[src/rtl/timer_pkg.sv]
package timer_pkg;

  // register byte offsets on the slave bus
  localparam int ADDR_W = 4;
  localparam logic [ADDR_W-1:0] OFS_STATUS_CONTROL = 4'h0;
  localparam logic [ADDR_W-1:0] OFS_COUNTER = 4'h4;
  localparam logic [ADDR_W-1:0] OFS_MODULO = 4'h8;

  // status/control field positions
  localparam int BIT_OVERFLOW_FLAG = 7;
  localparam int BIT_IRQ_ENABLE = 6;
  localparam int BIT_CENTER_ALIGN = 5;
  localparam int CLKS_LSB = 3;
  localparam int PS_LSB = 0;

  // values after reset, the free-running top and the count step
  localparam logic [7:0] SC_RESET = 8'h00;
  localparam logic [15:0] COUNTER_RESET = 16'h0000;
  localparam logic [15:0] MODULO_RESET = 16'h0000;
  localparam logic [15:0] COUNT_TOP_FREE = 16'hFFFF;
  localparam logic [15:0] COUNT_ONE = 16'h0001;

  // clock source codes; 01 and 10 both pick the bus clock
  localparam logic [1:0] CLKS_NONE = 2'h0;
  localparam logic [1:0] CLKS_BUS_A = 2'h1;
  localparam logic [1:0] CLKS_BUS_B = 2'h2;
  localparam logic [1:0] CLKS_AUX = 2'h3;

  localparam int NUM_CHANNELS = 2;
  localparam int PRESCALE_W = 7;

  typedef struct packed {
    logic overflow_flag;
    logic overflow_irq_enable;
    logic center_align_select;
    logic [1:0] clock_source_select;
    logic [2:0] prescale_select;
  } sc_fields_t;

  typedef enum logic [1:0] {
    FN_CAPTURE = 2'b00,
    FN_COMPARE = 2'b01,
    FN_EDGE_PWM = 2'b10,
    FN_CENTER_PWM = 2'b11
  } channel_function_t;

  typedef enum logic {
    CLR_IDLE = 1'b0,
    CLR_ARMED = 1'b1
  } clr_state_t;

endpackage

[src/rtl/count_prescaler.sv]
`timescale 1ns/1ps
`default_nettype none
module count_prescaler
  import timer_pkg::*;
(
  // clock and reset
  input wire logic clk,
  input wire logic rst,
  // selected, synchronised source
  input wire logic src_tick,
  input wire logic [2:0] prescale_select,
  // divided tick
  output logic count_tick
);

  logic [PRESCALE_W-1:0] div_q;
  logic [PRESCALE_W-1:0] div_d;
  wire [PRESCALE_W:0] mask_wide;
  wire [PRESCALE_W-1:0] mask;

  // divide by 2^n: fire when the low n bits are all ones
  assign mask_wide = (8'h01 << prescale_select) - 8'h01;
  assign mask = mask_wide[PRESCALE_W-1:0];
  // only source ticks advance it, so no source holds it
  assign count_tick = src_tick & ((div_q & mask) == mask);
  assign div_d = src_tick ? div_q + 7'h01 : div_q;

  always_ff @(posedge clk or posedge rst)
  begin
    if (rst)
    begin
      div_q <= 7'h00;
    end
    else
    begin
      div_q <= div_d;
    end
  end

endmodule
`default_nettype wire

[src/rtl/timer_status_control.sv]
// The Avalon-MM register port and the address map were decided locally.
`timescale 1ns/1ps
`default_nettype none
module timer_status_control
  import timer_pkg::*;
(
  // clock and reset
  input wire logic clk,
  input wire logic rst,
  // avalon-mm slave
  input wire logic [ADDR_W-1:0] address,
  input wire logic read,
  input wire logic write,
  input wire logic [31:0] writedata,
  input wire logic [3:0] byteenable,
  output logic [31:0] readdata,
  output logic waitrequest,
  // clock source pin
  input wire logic auxiliary_internal_pin_clock,
  // channel mode bits
  input wire logic [NUM_CHANNELS-1:0] channel_mode_select_b,
  input wire logic [NUM_CHANNELS-1:0] channel_mode_select_a,
  // to the channels
  output channel_function_t [NUM_CHANNELS-1:0] channel_function,
  output logic count_down,
  output logic count_tick,
  output logic [15:0] counter_value,
  output logic coherency_restart,
  // interrupt request
  output logic overflow_irq
);

  function automatic logic hit(
    input logic [ADDR_W-1:0] addr,
    input logic [ADDR_W-1:0] ofs
  );
    hit = (addr == ofs);
  endfunction

  sc_fields_t sc_q;
  sc_fields_t sc_d;
  clr_state_t clr_q;
  clr_state_t clr_d;
  logic ack_q;
  logic [31:0] readdata_q;
  logic [31:0] rd_mux;
  logic [15:0] cnt_q;
  logic [15:0] cnt_d;
  logic [15:0] mod_q;
  logic [15:0] mod_d;
  logic dir_q;
  logic dir_d;
  logic ovf_event;
  logic restart_q;
  logic aux_meta_q;
  logic aux_sync_q;
  logic aux_prev_q;
  logic src_tick;
  logic tick;

  wire req = read | write;
  wire rd_taken = read & ack_q;
  wire wr_taken = write & ack_q;
  wire sc_sel = hit(address, OFS_STATUS_CONTROL);
  wire cnt_sel = hit(address, OFS_COUNTER);
  wire mod_sel = hit(address, OFS_MODULO);
  wire sc_wr = wr_taken & sc_sel;
  wire sc_wr_lane = sc_wr & byteenable[0];
  wire cnt_wr = wr_taken & cnt_sel;
  wire mod_wr = wr_taken & mod_sel;
  // value seen by the read is the flopped one, not a later set
  wire sc_rd_set = rd_taken & sc_sel & readdata_q[BIT_OVERFLOW_FLAG];
  wire flag_clear = sc_wr_lane & ~writedata[BIT_OVERFLOW_FLAG]
    & (clr_q == CLR_ARMED);
  wire [15:0] top = (mod_q == MODULO_RESET) ? COUNT_TOP_FREE : mod_q;

  // one wait state per access: the read data is flopped first
  assign waitrequest = req & ~ack_q;
  assign readdata = readdata_q;

  always_comb
  begin
    rd_mux = 32'h0000_0000;
    if (sc_sel)
    begin
      rd_mux = {24'h00_0000, sc_q};
    end
    else if (cnt_sel)
    begin
      rd_mux = {16'h0000, cnt_q};
    end
    else if (mod_sel)
    begin
      rd_mux = {16'h0000, mod_q};
    end
  end

  // clear sequence; a new overflow or any status/control write disarms it
  always_comb
  begin
    clr_d = clr_q;
    case (clr_q)
      CLR_IDLE:
      begin
        if (sc_rd_set && !ovf_event)
        begin
          clr_d = CLR_ARMED;
        end
      end
      CLR_ARMED:
      begin
        if (ovf_event || sc_wr)
        begin
          clr_d = CLR_IDLE;
        end
      end
      default:
      begin
        clr_d = CLR_IDLE;
      end
    endcase
  end

  always_comb
  begin
    sc_d = sc_q;
    if (sc_wr_lane)
    begin
      sc_d.overflow_irq_enable = writedata[BIT_IRQ_ENABLE];
      sc_d.center_align_select = writedata[BIT_CENTER_ALIGN];
      sc_d.clock_source_select = writedata[CLKS_LSB +: 2];
      sc_d.prescale_select = writedata[PS_LSB +: 3];
    end
    // set wins over clear; a written one changes nothing
    if (ovf_event)
    begin
      sc_d.overflow_flag = 1'b1;
    end
    else if (flag_clear)
    begin
      sc_d.overflow_flag = 1'b0;
    end
  end

  always_comb
  begin
    mod_d = mod_q;
    if (mod_wr && byteenable[0])
    begin
      mod_d[7:0] = writedata[7:0];
    end
    if (mod_wr && byteenable[1])
    begin
      mod_d[15:8] = writedata[15:8];
    end
  end

  // clock source choice
  always_comb
  begin
    case (sc_q.clock_source_select)
      CLKS_NONE: src_tick = 1'b0;
      CLKS_BUS_A: src_tick = 1'b1;
      CLKS_BUS_B: src_tick = 1'b1;
      CLKS_AUX: src_tick = aux_sync_q & ~aux_prev_q;
      default: src_tick = 1'b0;
    endcase
  end

  count_prescaler u_prescaler (
    .clk(clk),
    .rst(rst),
    .src_tick(src_tick),
    .prescale_select(sc_q.prescale_select),
    .count_tick(tick)
  );

  // counter step; tick is zero with no source, so nothing moves
  always_comb
  begin
    cnt_d = cnt_q;
    dir_d = dir_q & sc_q.center_align_select;
    ovf_event = 1'b0;
    if (cnt_wr)
    begin
      cnt_d = COUNTER_RESET;
      dir_d = 1'b0;
    end
    else if (tick && !sc_q.center_align_select)
    begin
      if (cnt_q == top)
      begin
        cnt_d = COUNTER_RESET;
        ovf_event = 1'b1;
      end
      else
      begin
        cnt_d = cnt_q + COUNT_ONE;
      end
    end
    else if (tick && !dir_q)
    begin
      if (cnt_q >= top)
      begin
        cnt_d = cnt_q - COUNT_ONE;
        dir_d = 1'b1;
        ovf_event = 1'b1;
      end
      else
      begin
        cnt_d = cnt_q + COUNT_ONE;
      end
    end
    else if (tick)
    begin
      if (cnt_q == COUNTER_RESET)
      begin
        cnt_d = COUNT_ONE;
        dir_d = 1'b0;
      end
      else
      begin
        cnt_d = cnt_q - COUNT_ONE;
      end
    end
  end

  // channel function per channel
  genvar ch;
  generate
    for (ch = 0; ch < NUM_CHANNELS; ch++)
    begin : g_chan
      assign channel_function[ch] =
        sc_q.center_align_select ? FN_CENTER_PWM :
        channel_mode_select_b[ch] ? FN_EDGE_PWM :
        channel_mode_select_a[ch] ? FN_COMPARE : FN_CAPTURE;
    end
  endgenerate

  assign overflow_irq = sc_q.overflow_flag
    & sc_q.overflow_irq_enable;
  assign count_down = dir_q;
  assign count_tick = tick;
  assign counter_value = cnt_q;
  assign coherency_restart = restart_q;

  always_ff @(posedge clk or posedge rst)
  begin
    if (rst)
    begin
      ack_q <= 1'b0;
      readdata_q <= 32'h0000_0000;
    end
    else
    begin
      ack_q <= req & ~ack_q;
      if (req && !ack_q)
      begin
        readdata_q <= rd_mux;
      end
    end
  end

  // reset clears flag, enable and center select
  always_ff @(posedge clk or posedge rst)
  begin
    if (rst)
    begin
      sc_q <= SC_RESET;
      clr_q <= CLR_IDLE;
      restart_q <= 1'b0;
    end
    else
    begin
      sc_q <= sc_d;
      clr_q <= clr_d;
      restart_q <= sc_wr;
    end
  end

  // two flops into the bus clock, then an edge detect on the second
  always_ff @(posedge clk or posedge rst)
  begin
    if (rst)
    begin
      aux_meta_q <= 1'b0;
      aux_sync_q <= 1'b0;
      aux_prev_q <= 1'b0;
    end
    else
    begin
      aux_meta_q <= auxiliary_internal_pin_clock;
      aux_sync_q <= aux_meta_q;
      aux_prev_q <= aux_sync_q;
    end
  end

  always_ff @(posedge clk or posedge rst)
  begin
    if (rst)
    begin
      cnt_q <= COUNTER_RESET;
      mod_q <= MODULO_RESET;
      dir_q <= 1'b0;
    end
    else
    begin
      cnt_q <= cnt_d;
      mod_q <= mod_d;
      dir_q <= dir_d;
    end
  end

endmodule
`default_nettype wire

[config.mk]
export PLATFORM = sky130hd
export DESIGN_NAME = timer_status_control
export DESIGN_NICKNAME = d
export VERILOG_FILES = /design/src/rtl/timer_pkg.sv /design/src/rtl/count_prescaler.sv /design/src/rtl/timer_status_control.sv
export SDC_FILE = /design/constraint.sdc
export NUM_CORES = 1
export LEC_CHECK = 0
export BUFFER_PORTS_ARGS = -buffer_cell sky130_fd_sc_hd__buf_2
export CAP_MARGIN = 10
export CELL_PAD_IN_SITES_DETAIL_PLACEMENT = 0
export CELL_PAD_IN_SITES_GLOBAL_PLACEMENT = 1
export CORE_ASPECT_RATIO = 1.2
export CORE_UTILIZATION = 41
export DETAILED_ROUTE_END_ITERATION = 7
export HOLD_SLACK_MARGIN = 0.02
export PLACE_DENSITY_LB_ADDON = 0.1
export SLEW_MARGIN = 5
export SYNTH_ARGS = -nofsm -noshare
export SYNTH_HDL_FRONTEND = slang
export SYNTH_SLANG_ARGS = --single-unit
[constraint.sdc]
create_clock -name clk -period 4.6 [get_ports clk]
set_input_delay 0.46 -clock clk [delete_from_list [all_inputs] [get_ports clk]]
set_output_delay 0.46 -clock clk [all_outputs]
set_load 0.05 [all_outputs]
# == Word level (Yosys, flattened, before mapping) ==
# Cells that the tools add are included.
# W data, S select, Z words.
# totals
regBits,86
latch_bits,0
mem_bits_rw,0
romBits,0
in_bits,49
output_inout_bits,57
wordCells,103
memories,0
# classes
n_addsub,4
mul,0
n_div,0
n_lt_le_gt_ge,1
eq_ne,7
shift,1
mux,34
n_bitwise,21
n_reduce_logical,18
# op_table
operator,n
$mux W16,11
$logic_not A16 Y1,2
$mux W1,17
$add A16 B1 Y16 const B,1
$eq A16 B16 Y1,1
$ge A16 B16 Y1,1
$sub A16 B1 Y16 const B,1
$and A1 B1 Y1,15
$mux W2,4
$add A7 B1 Y7 const B,1
$and A7 B7 Y7,1
$eq A7 B7 Y1,1
$shl A1 B3 Y7 const A,1
$sub A7 B1 Y7 const B,1
$logic_and A1 B1 Y1,6
$eq A2 B2 Y1 const B,2
$eq A4 B3 Y1 const B,1
$eq A4 B4 Y1 const B,1
$logic_not A1 Y1,4
$logic_not A4 Y1,1
$not A1 Y1,4
$reduce_bool A4 Y1,1
$pmux W1 S3,1
$eq A2 B1 Y1 const B,1
other kinds (6),6

# == Longest topological paths before layout ==
# Gate-level depths: netlist (run 1).
# depth
word_depth,13
ltp_mapped,15
depth_no_buf,12

# == By module ==
# Synthesis (run 1) repeated with hierarchy kept, for this count alone.
# unflattened
cells_unflattened,473
hier_area_um2,4369.2
# by_module_without_submodules
mod,instances,cells_each,area_per_inst_um2,seq_area_each_um2
timer_status_control,1,440,4020.1,1576.5
count_prescaler,1,33,349.1,175.2

# == Worst setup path before layout (run 1) ==
# Ideal clock, no wire load.
# synth_path
path_type,reg-to-reg
start,reg mod_q[1]
end,reg cnt_q[4] (netlist: counter_value[4])
setup_ps,155
arrival_ps,3386
t_required_ps,4445
setup_slack_ps,1059
path_stages_with_launch,15
path_buffers,3
synth_period_minus_slack_ps,3541
path_cell_list,dfrtp_1 > nor4_1 > and4_1 > clkbuf_1 > clkbuf_1 > nor2_1 > ha_1 > a2111o_1 > a32oi_1 > o2111ai_1 > clkbuf_1 > a31oi_2 > nor2_1 > a221oi_1 > a21oi_1
# synth_between
elab_chain_cells,7
word_cells_on_any_way,9
cone_classes,1 x order compare; 1 x eq/ne; 6 x mux; 1 x reduce/logical
# synth_rtl
item,line_no,source
start: declaration,timer_status_control.sv:49,logic [15:0] mod_q;
start signal: assignment,timer_status_control.sv:309,mod_q <= mod_d;
$logic_not A16 Y1,timer_status_control.sv:75,wire [15:0] top = (mod_q == MODULO_RESET) ? COUNT_TOP_FREE : mod_q;
$mux W16 (*),timer_status_control.sv:75,
$ge A16 B16 Y1,timer_status_control.sv:203,if (cnt_q >= top)
$mux W16,timer_status_control.sv:203,
$mux W16,timer_status_control.sv:201,else if (tick && !dir_q)
$mux W16 (*),timer_status_control.sv:189,else if (tick && !sc_q.center_align_select)
$mux W16 (*),timer_status_control.sv:184,if (cnt_wr)
end signal: assignment,timer_status_control.sv:308,cnt_q <= cnt_d;
end: declaration,timer_status_control.sv:47,logic [15:0] cnt_q;
# Every way passes the cells marked *; elsewhere a longest branch is shown, timed or not.
# A chain may end at the register's enable or synchronous reset.

# == Final worst setup path (run 1) ==
# Ends and elaborated chain as after synthesis.

==> impl_metrics.csv, run 1 <==
group,metric,value,unit
synthesis,syn_inst,490,
cells_and_area,nets,624,
synthesis,yosys.cell_types.count,66,
global_route,grt_usage,0.2234,
floorplan,num_io_pins,106,
floorplan,die_h,116.2,um
synthesis,synthAdderAreaFrac,0.06175,
setup_path,crit_chain,"nor4_1 > and4_1 > or2_2 > ha_1 > nand2b_1 > a2111o_1 > a32oi_1 > o2111ai_1 > o31a_1 > nor2_1 > a221oi_1 > a21oi_1",
pwr,powerDensity,462.2,nW/um2
cells_and_area,multi_input_comb_area,2499,um2
setup_path,reg2regPathDepth,12,
setup_path,crit_path_start_kind,"flop",
global_route,gr-usage-met2,0.3803,
floorplan,design.die.area,11300,um2
setup_path,worstReg2RegEnd,"counter_value[4]$_DFFE_PP0P_",
setup_path,max_stage_delay,0.58,ns
synthesis,synth.mux.area_fraction,0.05810,
sta,skew,0.007881,ns
routing,dr.first_iter.drc_count,179,
global_route,global_route.usage.met1,0.2905,
clock_tree,clock_pin_transition_on_the_worst_setup_and_hold_timing_paths,0.06,ns
global_route,globalRoute.totalOverflow,0,
sta,final-setup-viol-count,0,
setup_path,critical_path.max_fanout,11,
sta,timing.final.crit_share,0.8960,
synthesis,ys_ff_latch,70,
floorplan,floorplan.die.width,97.19,um
cells_and_area,final-instance-count-excl-fill,687,
synthesis,post-synth-top-area-fraction,0.3929,
hold_path,min_path_type,"primary input to flop",
place,dp.cells,671,
cells_and_area,sequential_cell_area,1752,um2
setup_path,timing.critical_path.required,4.86,ns
sta,unrepaired_setup_endpoints_after_global_routing,"false",
synthesis,avgSynthCellArea,9.098,um2
clock_tree,ctsRootBufferMaster,"sky130_fd_sc_hd__clkbuf_16",
routing,antenna_violating_nets_post_route,0,
sta,relSlewSlack,0.3236,
routing,drt-total-wl,12110,um
clock_tree,ctsResizeCount,0,
place,place.detailed.hpwl,9051,um
pwr,irDropWorstVdd,0.0002150,V
place,number_of_buffers_inserted_by_port_buffering,71,
synthesis,synthArstFlopShare,1.000,
global_route,grtUsageMet3,0.02873,
synthesis,synth-warning-count,0,
sta,slew_viol_final,0,
place,final_wtd_congestion,0.8439,
synthesis,yosys.area.top_type,"sky130_fd_sc_hd__dfrtp_1",
setup_path,ff2ff_setup_slack,0.48,ns
setup_path,critical-path-slowest-cell,"sky130_fd_sc_hd__o31a_1",
floorplan,start_util,0.4219,
setup_path,critical_path_arrival,4.38,ns
clock_tree,worstSkewPairLatency,0.34,ns
routing,detailroute.via_count,3916,
clock_tree,clock-sinks,70,
clock_tree,cts_inserted_buffers,9,
setup_path,setup.worst_path.end_class,"flop",
cells_and_area,antenna_cells_inserted,0,
cells_and_area,syn_to_final_growth,16.25,%
clock_tree,post_cts.repair.setup_buffers,0,
cells_and_area,layout.cells.most_common_list,"sky130_fd_sc_hd__buf_2, sky130_fd_sc_hd__dfrtp_1, sky130_fd_sc_hd__o21ai_0, sky130_fd_sc_hd__nand2_1, sky130_fd_sc_hd__nor2_1",
synthesis,synth_compound_area_frac,0.1959,
synthesis,ys_dominant_reg_cell,"sky130_fd_sc_hd__dfrtp_1",
routing,drtPass1Iterations,4,
synthesis,syn-cell-area,4458,um2
synthesis,netlist_top_cells_area,"sky130_fd_sc_hd__dfrtp_1, sky130_fd_sc_hd__ha_1, sky130_fd_sc_hd__mux2_2",
setup_path,crit_start,"mod_q[1]$_DFFE_PP0P_",
synthesis,synth_sequential_area_ratio,0.3929,
global_route,number_of_antenna_violations_at_the_first_check_in_global_routing,0,
routing,vias_per_cell,5.700,
pwr,leakagePower,2.404,nW
clock_tree,clock_tree_from_tritoncts,"done",
global_route,busiest_layer,"met2",
cells_and_area,fill_cells,1039,
run,cap_violations,0,
clock_tree,cts_htree_levels,3,
sta,layout_min_cycle_time,4.121,ns
global_route,grt_max_degree,37,
floorplan,core_region_area,10570,um2
routing,detail_route.wl_per_cell,17.63,um
clock_tree,hold_bufs_inserted_after_cts,0,
routing,route.detailed.drc,0,
sta,max_freq,0.2426,GHz
synthesis,combinational_family_with_the_most_area_after_synthesis,"simple AND/OR/NAND/NOR gates",
global_route,wire_length_of_the_first_global_routing_pass,19730,um
sta,totalNegativeSetupSlack,0,ns
cells_and_area,layout_commonest_cell,"sky130_fd_sc_hd__buf_2",
clock_tree,cts_max_path_buffers,2,
setup_path,critPathCapture,"counter_value[4]$_DFFE_PP0P_",
setup_path,r2r_start,"mod_q[1]$_DFFE_PP0P_",
synthesis,synth_edf_count,0,
synthesis,yosys.area_share.xor_xnor,0.01375,
floorplan,rows,41,
cells_and_area,share_of_cells_above_drive_strength_1,0.2419,
synthesis,yosys.area_share.simple,0.2167,
sta,finalHoldViolations,0,
outcome,status,"finished, final reports clean",
global_route,vias_in_the_first_global_route,3756,
setup_path,timing.setup.critical_path_class,"flop to flop",
sta,tightestPinTransition,1.014,ns
[how the worst min path moves through the flow]
stage / startpoint / to / slack [ns] / cells past startpoint
after floorplan: aux_meta_q$_DFF_PP0_ / aux_sync_q$_DFF_PP0_ / 0.33 / 0
after global placement: aux_meta_q$_DFF_PP0_ / aux_sync_q$_DFF_PP0_ / 0.34 / 0
after detailed placement: aux_meta_q$_DFF_PP0_ / aux_sync_q$_DFF_PP0_ / 0.34 / 0
after CTS: auxiliary_internal_pin_clock / aux_meta_q$_DFF_PP0_ / 0.22 / 1
after global routing: auxiliary_internal_pin_clock / aux_meta_q$_DFF_PP0_ / 0.21 / 1
final: auxiliary_internal_pin_clock / aux_meta_q$_DFF_PP0_ / 0.22 / 1
[cell families after synthesis]
logic type | after synthesis
AOI/OAI and AO/OA | 132
DFF | 70
other | 1
adders and majority gates | 22
and+or+nand+nor | 180
buffers and inverters | 55
xor gates and xnor gates | 7
muxes | 23
[flip-flops by register name, indices dropped and copies added, names as in the netlist]
signal,cells
counter_value,16
mod_q,16
readdata,16
sc_q,8
u_prescaler.div_q,7
ack_q,1
aux_meta_q,1
aux_prev_q,1
aux_sync_q,1
clr_q,1
coherency_restart,1
count_down,1
[routing by layer]
metal,wire [um],vias up,share of wire
met5,0,-,0
met4,246,0,0.020
met2,5827,97,0.48
met3,441,21,0.036
met1,5597,1878,0.46
li1,-,1920,-
[synth_stat cells (5+ instances only)]
master	number
sky130_fd_sc_hd__nand4_1	15
sky130_fd_sc_hd__nor3_1	10
sky130_fd_sc_hd__a22oi_1	9
sky130_fd_sc_hd__a22o_1	8
sky130_fd_sc_hd__ha_1	22
sky130_fd_sc_hd__nor2_1	33
sky130_fd_sc_hd__clkbuf_1	24
sky130_fd_sc_hd__a21o_1	5
sky130_fd_sc_hd__nand2_1	42
sky130_fd_sc_hd__nand2b_1	13
sky130_fd_sc_hd__xnor2_1	5
sky130_fd_sc_hd__mux2_2	23
sky130_fd_sc_hd__nor4_1	8
sky130_fd_sc_hd__and3_1	11
sky130_fd_sc_hd__and2_1	6
sky130_fd_sc_hd__o21ai_0	43
sky130_fd_sc_hd__inv_1	13
sky130_fd_sc_hd__dfrtp_1	70
sky130_fd_sc_hd__a221oi_1	5
sky130_fd_sc_hd__a21oi_1	22
sky130_fd_sc_hd__or2_2	5
sky130_fd_sc_hd__buf_4	16
sky130_fd_sc_hd__nand3_1	16
[final cells by class]
type | instances | area share
tap | 129 | 0.03114
timing repair buffer | 79 | 0.08015
sequential | 70 | 0.3380
clock inverter | 7 | 0.01569
clock buffer | 9 | 0.04346
inverter | 13 | 0.009416
multi-input combinational | 380 | 0.4821
[stage by stage]
stage               worst slack [ns]  area [um2]  power (mW)    util  hold WS, ns
floorplan                      1.059        4514       1.475       -       0.3312
finish                        0.4786        5182       2.395  0.4904       0.2248
CTS                           0.4725        5182       2.416  0.4904       0.2167
global route                  0.1777        5182       2.552  0.4904       0.2148
detailed placement            0.4986        4876       1.689  0.4614       0.3363
global placement              0.5408        4876       1.675  0.4614       0.3357
[power breakdown]
part / switching (mW) / leakage, nW / total (mW) / internal (mW)
combinational: 0.541 / 1.33 / 0.820 / 0.279
clock: 0.292 / 0.147 / 0.718 / 0.426
sequential: 0.160 / 0.924 / 0.857 / 0.697
total: 0.992 / 2.40 / 2.40 / 1.40
[critical path: cells and delay by family, from the launching register on]
kind                     cells  cell delay (ns)
AO/OA/AOI/OAI                6             2.02
adder cells (fa/ha/maj)      1             0.22
flip-flops                   1             0.41
AND/OR/NAND/NOR              5             1.37
Note: power is estimated with default switching activity, not from simulation.
==> inputs of run 2 (changes only) <==
Settings changed: PLACE_DENSITY_LB_ADDON 0.1 to 0.12.
==> run 2 against run 1 <==
  * Design area is 0.48% lower
  * Clock-buffer cell count is 2 higher
  * Critical path depth is 1 lower
  * Die area stayed put
  * Power is 1.9% lower
  * Setup slack better by 0.072 ns
  * Sequential share of layout area is 0.16 points higher
  * Sequential power hardly changed
  * Via count is 1.3% higher
  * Sequential cell count stayed put
  * Final cell count is 0.15% lower
  * Wire length hardly changed
==> impl_metrics.csv, run 2 (synthesized netlist as in run 1, its figures left out) <==
group,metric,value,unit
outcome,status,"finished, final reports clean",
cells_and_area,sequential_cell_area,1752,um2
floorplan,design.die.area,11300,um2
sta,layout_min_cycle_time,4.050,ns
cells_and_area,multi_input_comb_area,2499,um2
pwr,leakagePower,2.397,nW
cells_and_area,fill_cells,1014,
global_route,grt_max_degree,37,
hold_path,min_path_type,"primary input to flop",
place,final_wtd_congestion,0.8610,
cells_and_area,layout.cells.most_common_list,"sky130_fd_sc_hd__buf_2, sky130_fd_sc_hd__dfrtp_1, sky130_fd_sc_hd__o21ai_0, sky130_fd_sc_hd__nand2_1, sky130_fd_sc_hd__nor2_1",
clock_tree,worstSkewPairLatency,0.33,ns
sta,unrepaired_setup_endpoints_after_global_routing,"false",
sta,timing.final.crit_share,0.8803,
sta,totalNegativeSetupSlack,0,ns
clock_tree,cts_htree_levels,3,
routing,antenna_violating_nets_post_route,0,
cells_and_area,layout_commonest_cell,"sky130_fd_sc_hd__buf_2",
floorplan,floorplan.die.width,97.19,um
routing,drtPass1Iterations,4,
clock_tree,ctsRootBufferMaster,"sky130_fd_sc_hd__clkbuf_16",
cells_and_area,antenna_cells_inserted,0,
global_route,vias_in_the_first_global_route,3830,
cells_and_area,final_design_area_no_fill,5157,um2
place,number_of_buffers_inserted_by_port_buffering,71,
floorplan,rows,41,
cells_and_area,syn_to_final_growth,15.69,%
setup_path,critical_path.max_fanout,11,
routing,drt-total-wl,12120,um
sta,slew_viol_final,0,
sta,tightestPinTransition,1.052,ns
floorplan,num_io_pins,106,
sta,whs,0.2279,ns
setup_path,critical_path_arrival,4.32,ns
sta,skew,0.007673,ns
clock_tree,clock_pin_transition_on_the_worst_setup_and_hold_timing_paths,0.06,ns
routing,detailroute.via_count,3967,
clock_tree,cts_inserted_buffers,9,
place,place_area,4876,um2
pwr,total_power,2.350,mW
sta,max_freq,0.2469,GHz
run,cap_violations,0,
setup_path,timing.setup.critical_path_class,"flop to flop",
clock_tree,ctsResizeCount,0,
floorplan,die_h,116.2,um
routing,vias_per_cell,5.783,
clock_tree,post_cts.repair.setup_buffers,0,
setup_path,crit_path_start_kind,"flop",
floorplan,start_util,0.4219,
clock_tree,cts_max_path_buffers,2,
sta,final-setup-viol-count,0,
pwr,powerDensity,455.6,nW/um2
sta,finalHoldViolations,0,
floorplan,core_region_area,10570,um2
routing,dr.first_iter.drc_count,186,
clock_tree,clock_tree_from_tritoncts,"done",
place,place.detailed.hpwl,9022,um
setup_path,setup.worst_path.end_class,"flop",
cells_and_area,share_of_cells_above_drive_strength_1,0.2370,
sta,relSlewSlack,0.2983,
setup_path,timing.critical_path.required,4.87,ns
routing,route.detailed.drc,0,
cells_and_area,nets,624,
clock_tree,clock-sinks,70,
global_route,grt_usage,0.2240,
global_route,wire_length_of_the_first_global_routing_pass,19730,um
pwr,irDropWorstVdd,0.0002216,V
global_route,number_of_antenna_violations_at_the_first_check_in_global_routing,0,
routing,detail_route.wl_per_cell,17.66,um
clock_tree,hold_bufs_inserted_after_cts,0,
global_route,globalRoute.totalOverflow,0,
run 2: cell types whose count changed in the layout (fill, tap and decap cells not counted), sizes merged:
cell      change
inv           -2
clkbuf        +2
clkinvlp      -1
run 2: final timing paths:
check | from | end | slack, ns | depth (start not counted)
min | auxiliary_internal_pin_clock | aux_meta_q$_DFF_PP0_ | 0.23 | 1
min reg2reg | aux_meta_q$_DFF_PP0_ | aux_sync_q$_DFF_PP0_ | 0.35 | 0
min in group asynchronous | rst | readdata[2]$_DFFE_PP0P_ | 0.26 | 2
max in group asynchronous | rst | counter_value[10]$_DFFE_PP0P_ | 3.38 | 3
max | mod_q[10]$_DFFE_PP0P_ | counter_value[14]$_DFFE_PP0P_ | 0.55 | 11
max reg2reg | mod_q[10]$_DFFE_PP0P_ | counter_value[14]$_DFFE_PP0P_ | 0.55 | 11
run 2: worst max-delay path, stage by stage, from the launching register on:
cell	delay (ns)
sky130_fd_sc_hd__dfrtp_1	0.41
sky130_fd_sc_hd__nor4_1	0.41
sky130_fd_sc_hd__and4_1	0.39
sky130_fd_sc_hd__or2_2	0.15
sky130_fd_sc_hd__ha_1	0.22
sky130_fd_sc_hd__nand2b_1	0.14
sky130_fd_sc_hd__a2111o_1	0.41
sky130_fd_sc_hd__a32oi_1	0.22
sky130_fd_sc_hd__o2111ai_1	0.45
sky130_fd_sc_hd__or3_1	0.56
sky130_fd_sc_hd__a2111oi_0	0.44
sky130_fd_sc_hd__a311o_1	0.18
run 2: where the power goes:
part | leakage [nW] | switching (mW) | total [mW] | internal, mW
registers | 0.924 | 0.158 | 0.856 | 0.698
clock network | 0.139 | 0.255 | 0.671 | 0.416
logic | 1.33 | 0.543 | 0.823 | 0.280
total | 2.40 | 0.956 | 2.35 | 1.39
run 2: cell type report:
cell class / instances / area share
Inverter: 13 / 0.009461
Multi-Input combinational cell: 380 / 0.4845
Clock buffer: 11 / 0.04512
Clock inverter: 4 / 0.009461
Sequential cell: 70 / 0.3396
Tap cell: 129 / 0.03130
Timing Repair Buffer: 79 / 0.08054
run 2: per-layer routing:
metal,vias up,part of all wire,track usage
met5,-,0,0
li1,1916,-,-
met4,0,0.026,0.1184
met1,1894,0.45,0.2867
met3,24,0.047,0.03471
met2,133,0.48,0.3695
run 2: metrics by stage:
| stage | util | std cells | worst slack, ns |
|---|---|---|---|
| floorplan | - | 505 | 1.059 |
| global placement | 0.4614 | 671 | 0.5507 |
| detailed placement | 0.4614 | 671 | 0.5430 |
| CTS | 0.4880 | 686 | 0.5280 |
| global route | 0.4880 | 686 | 0.2165 |
| finish | 0.4880 | 686 | 0.5505 |
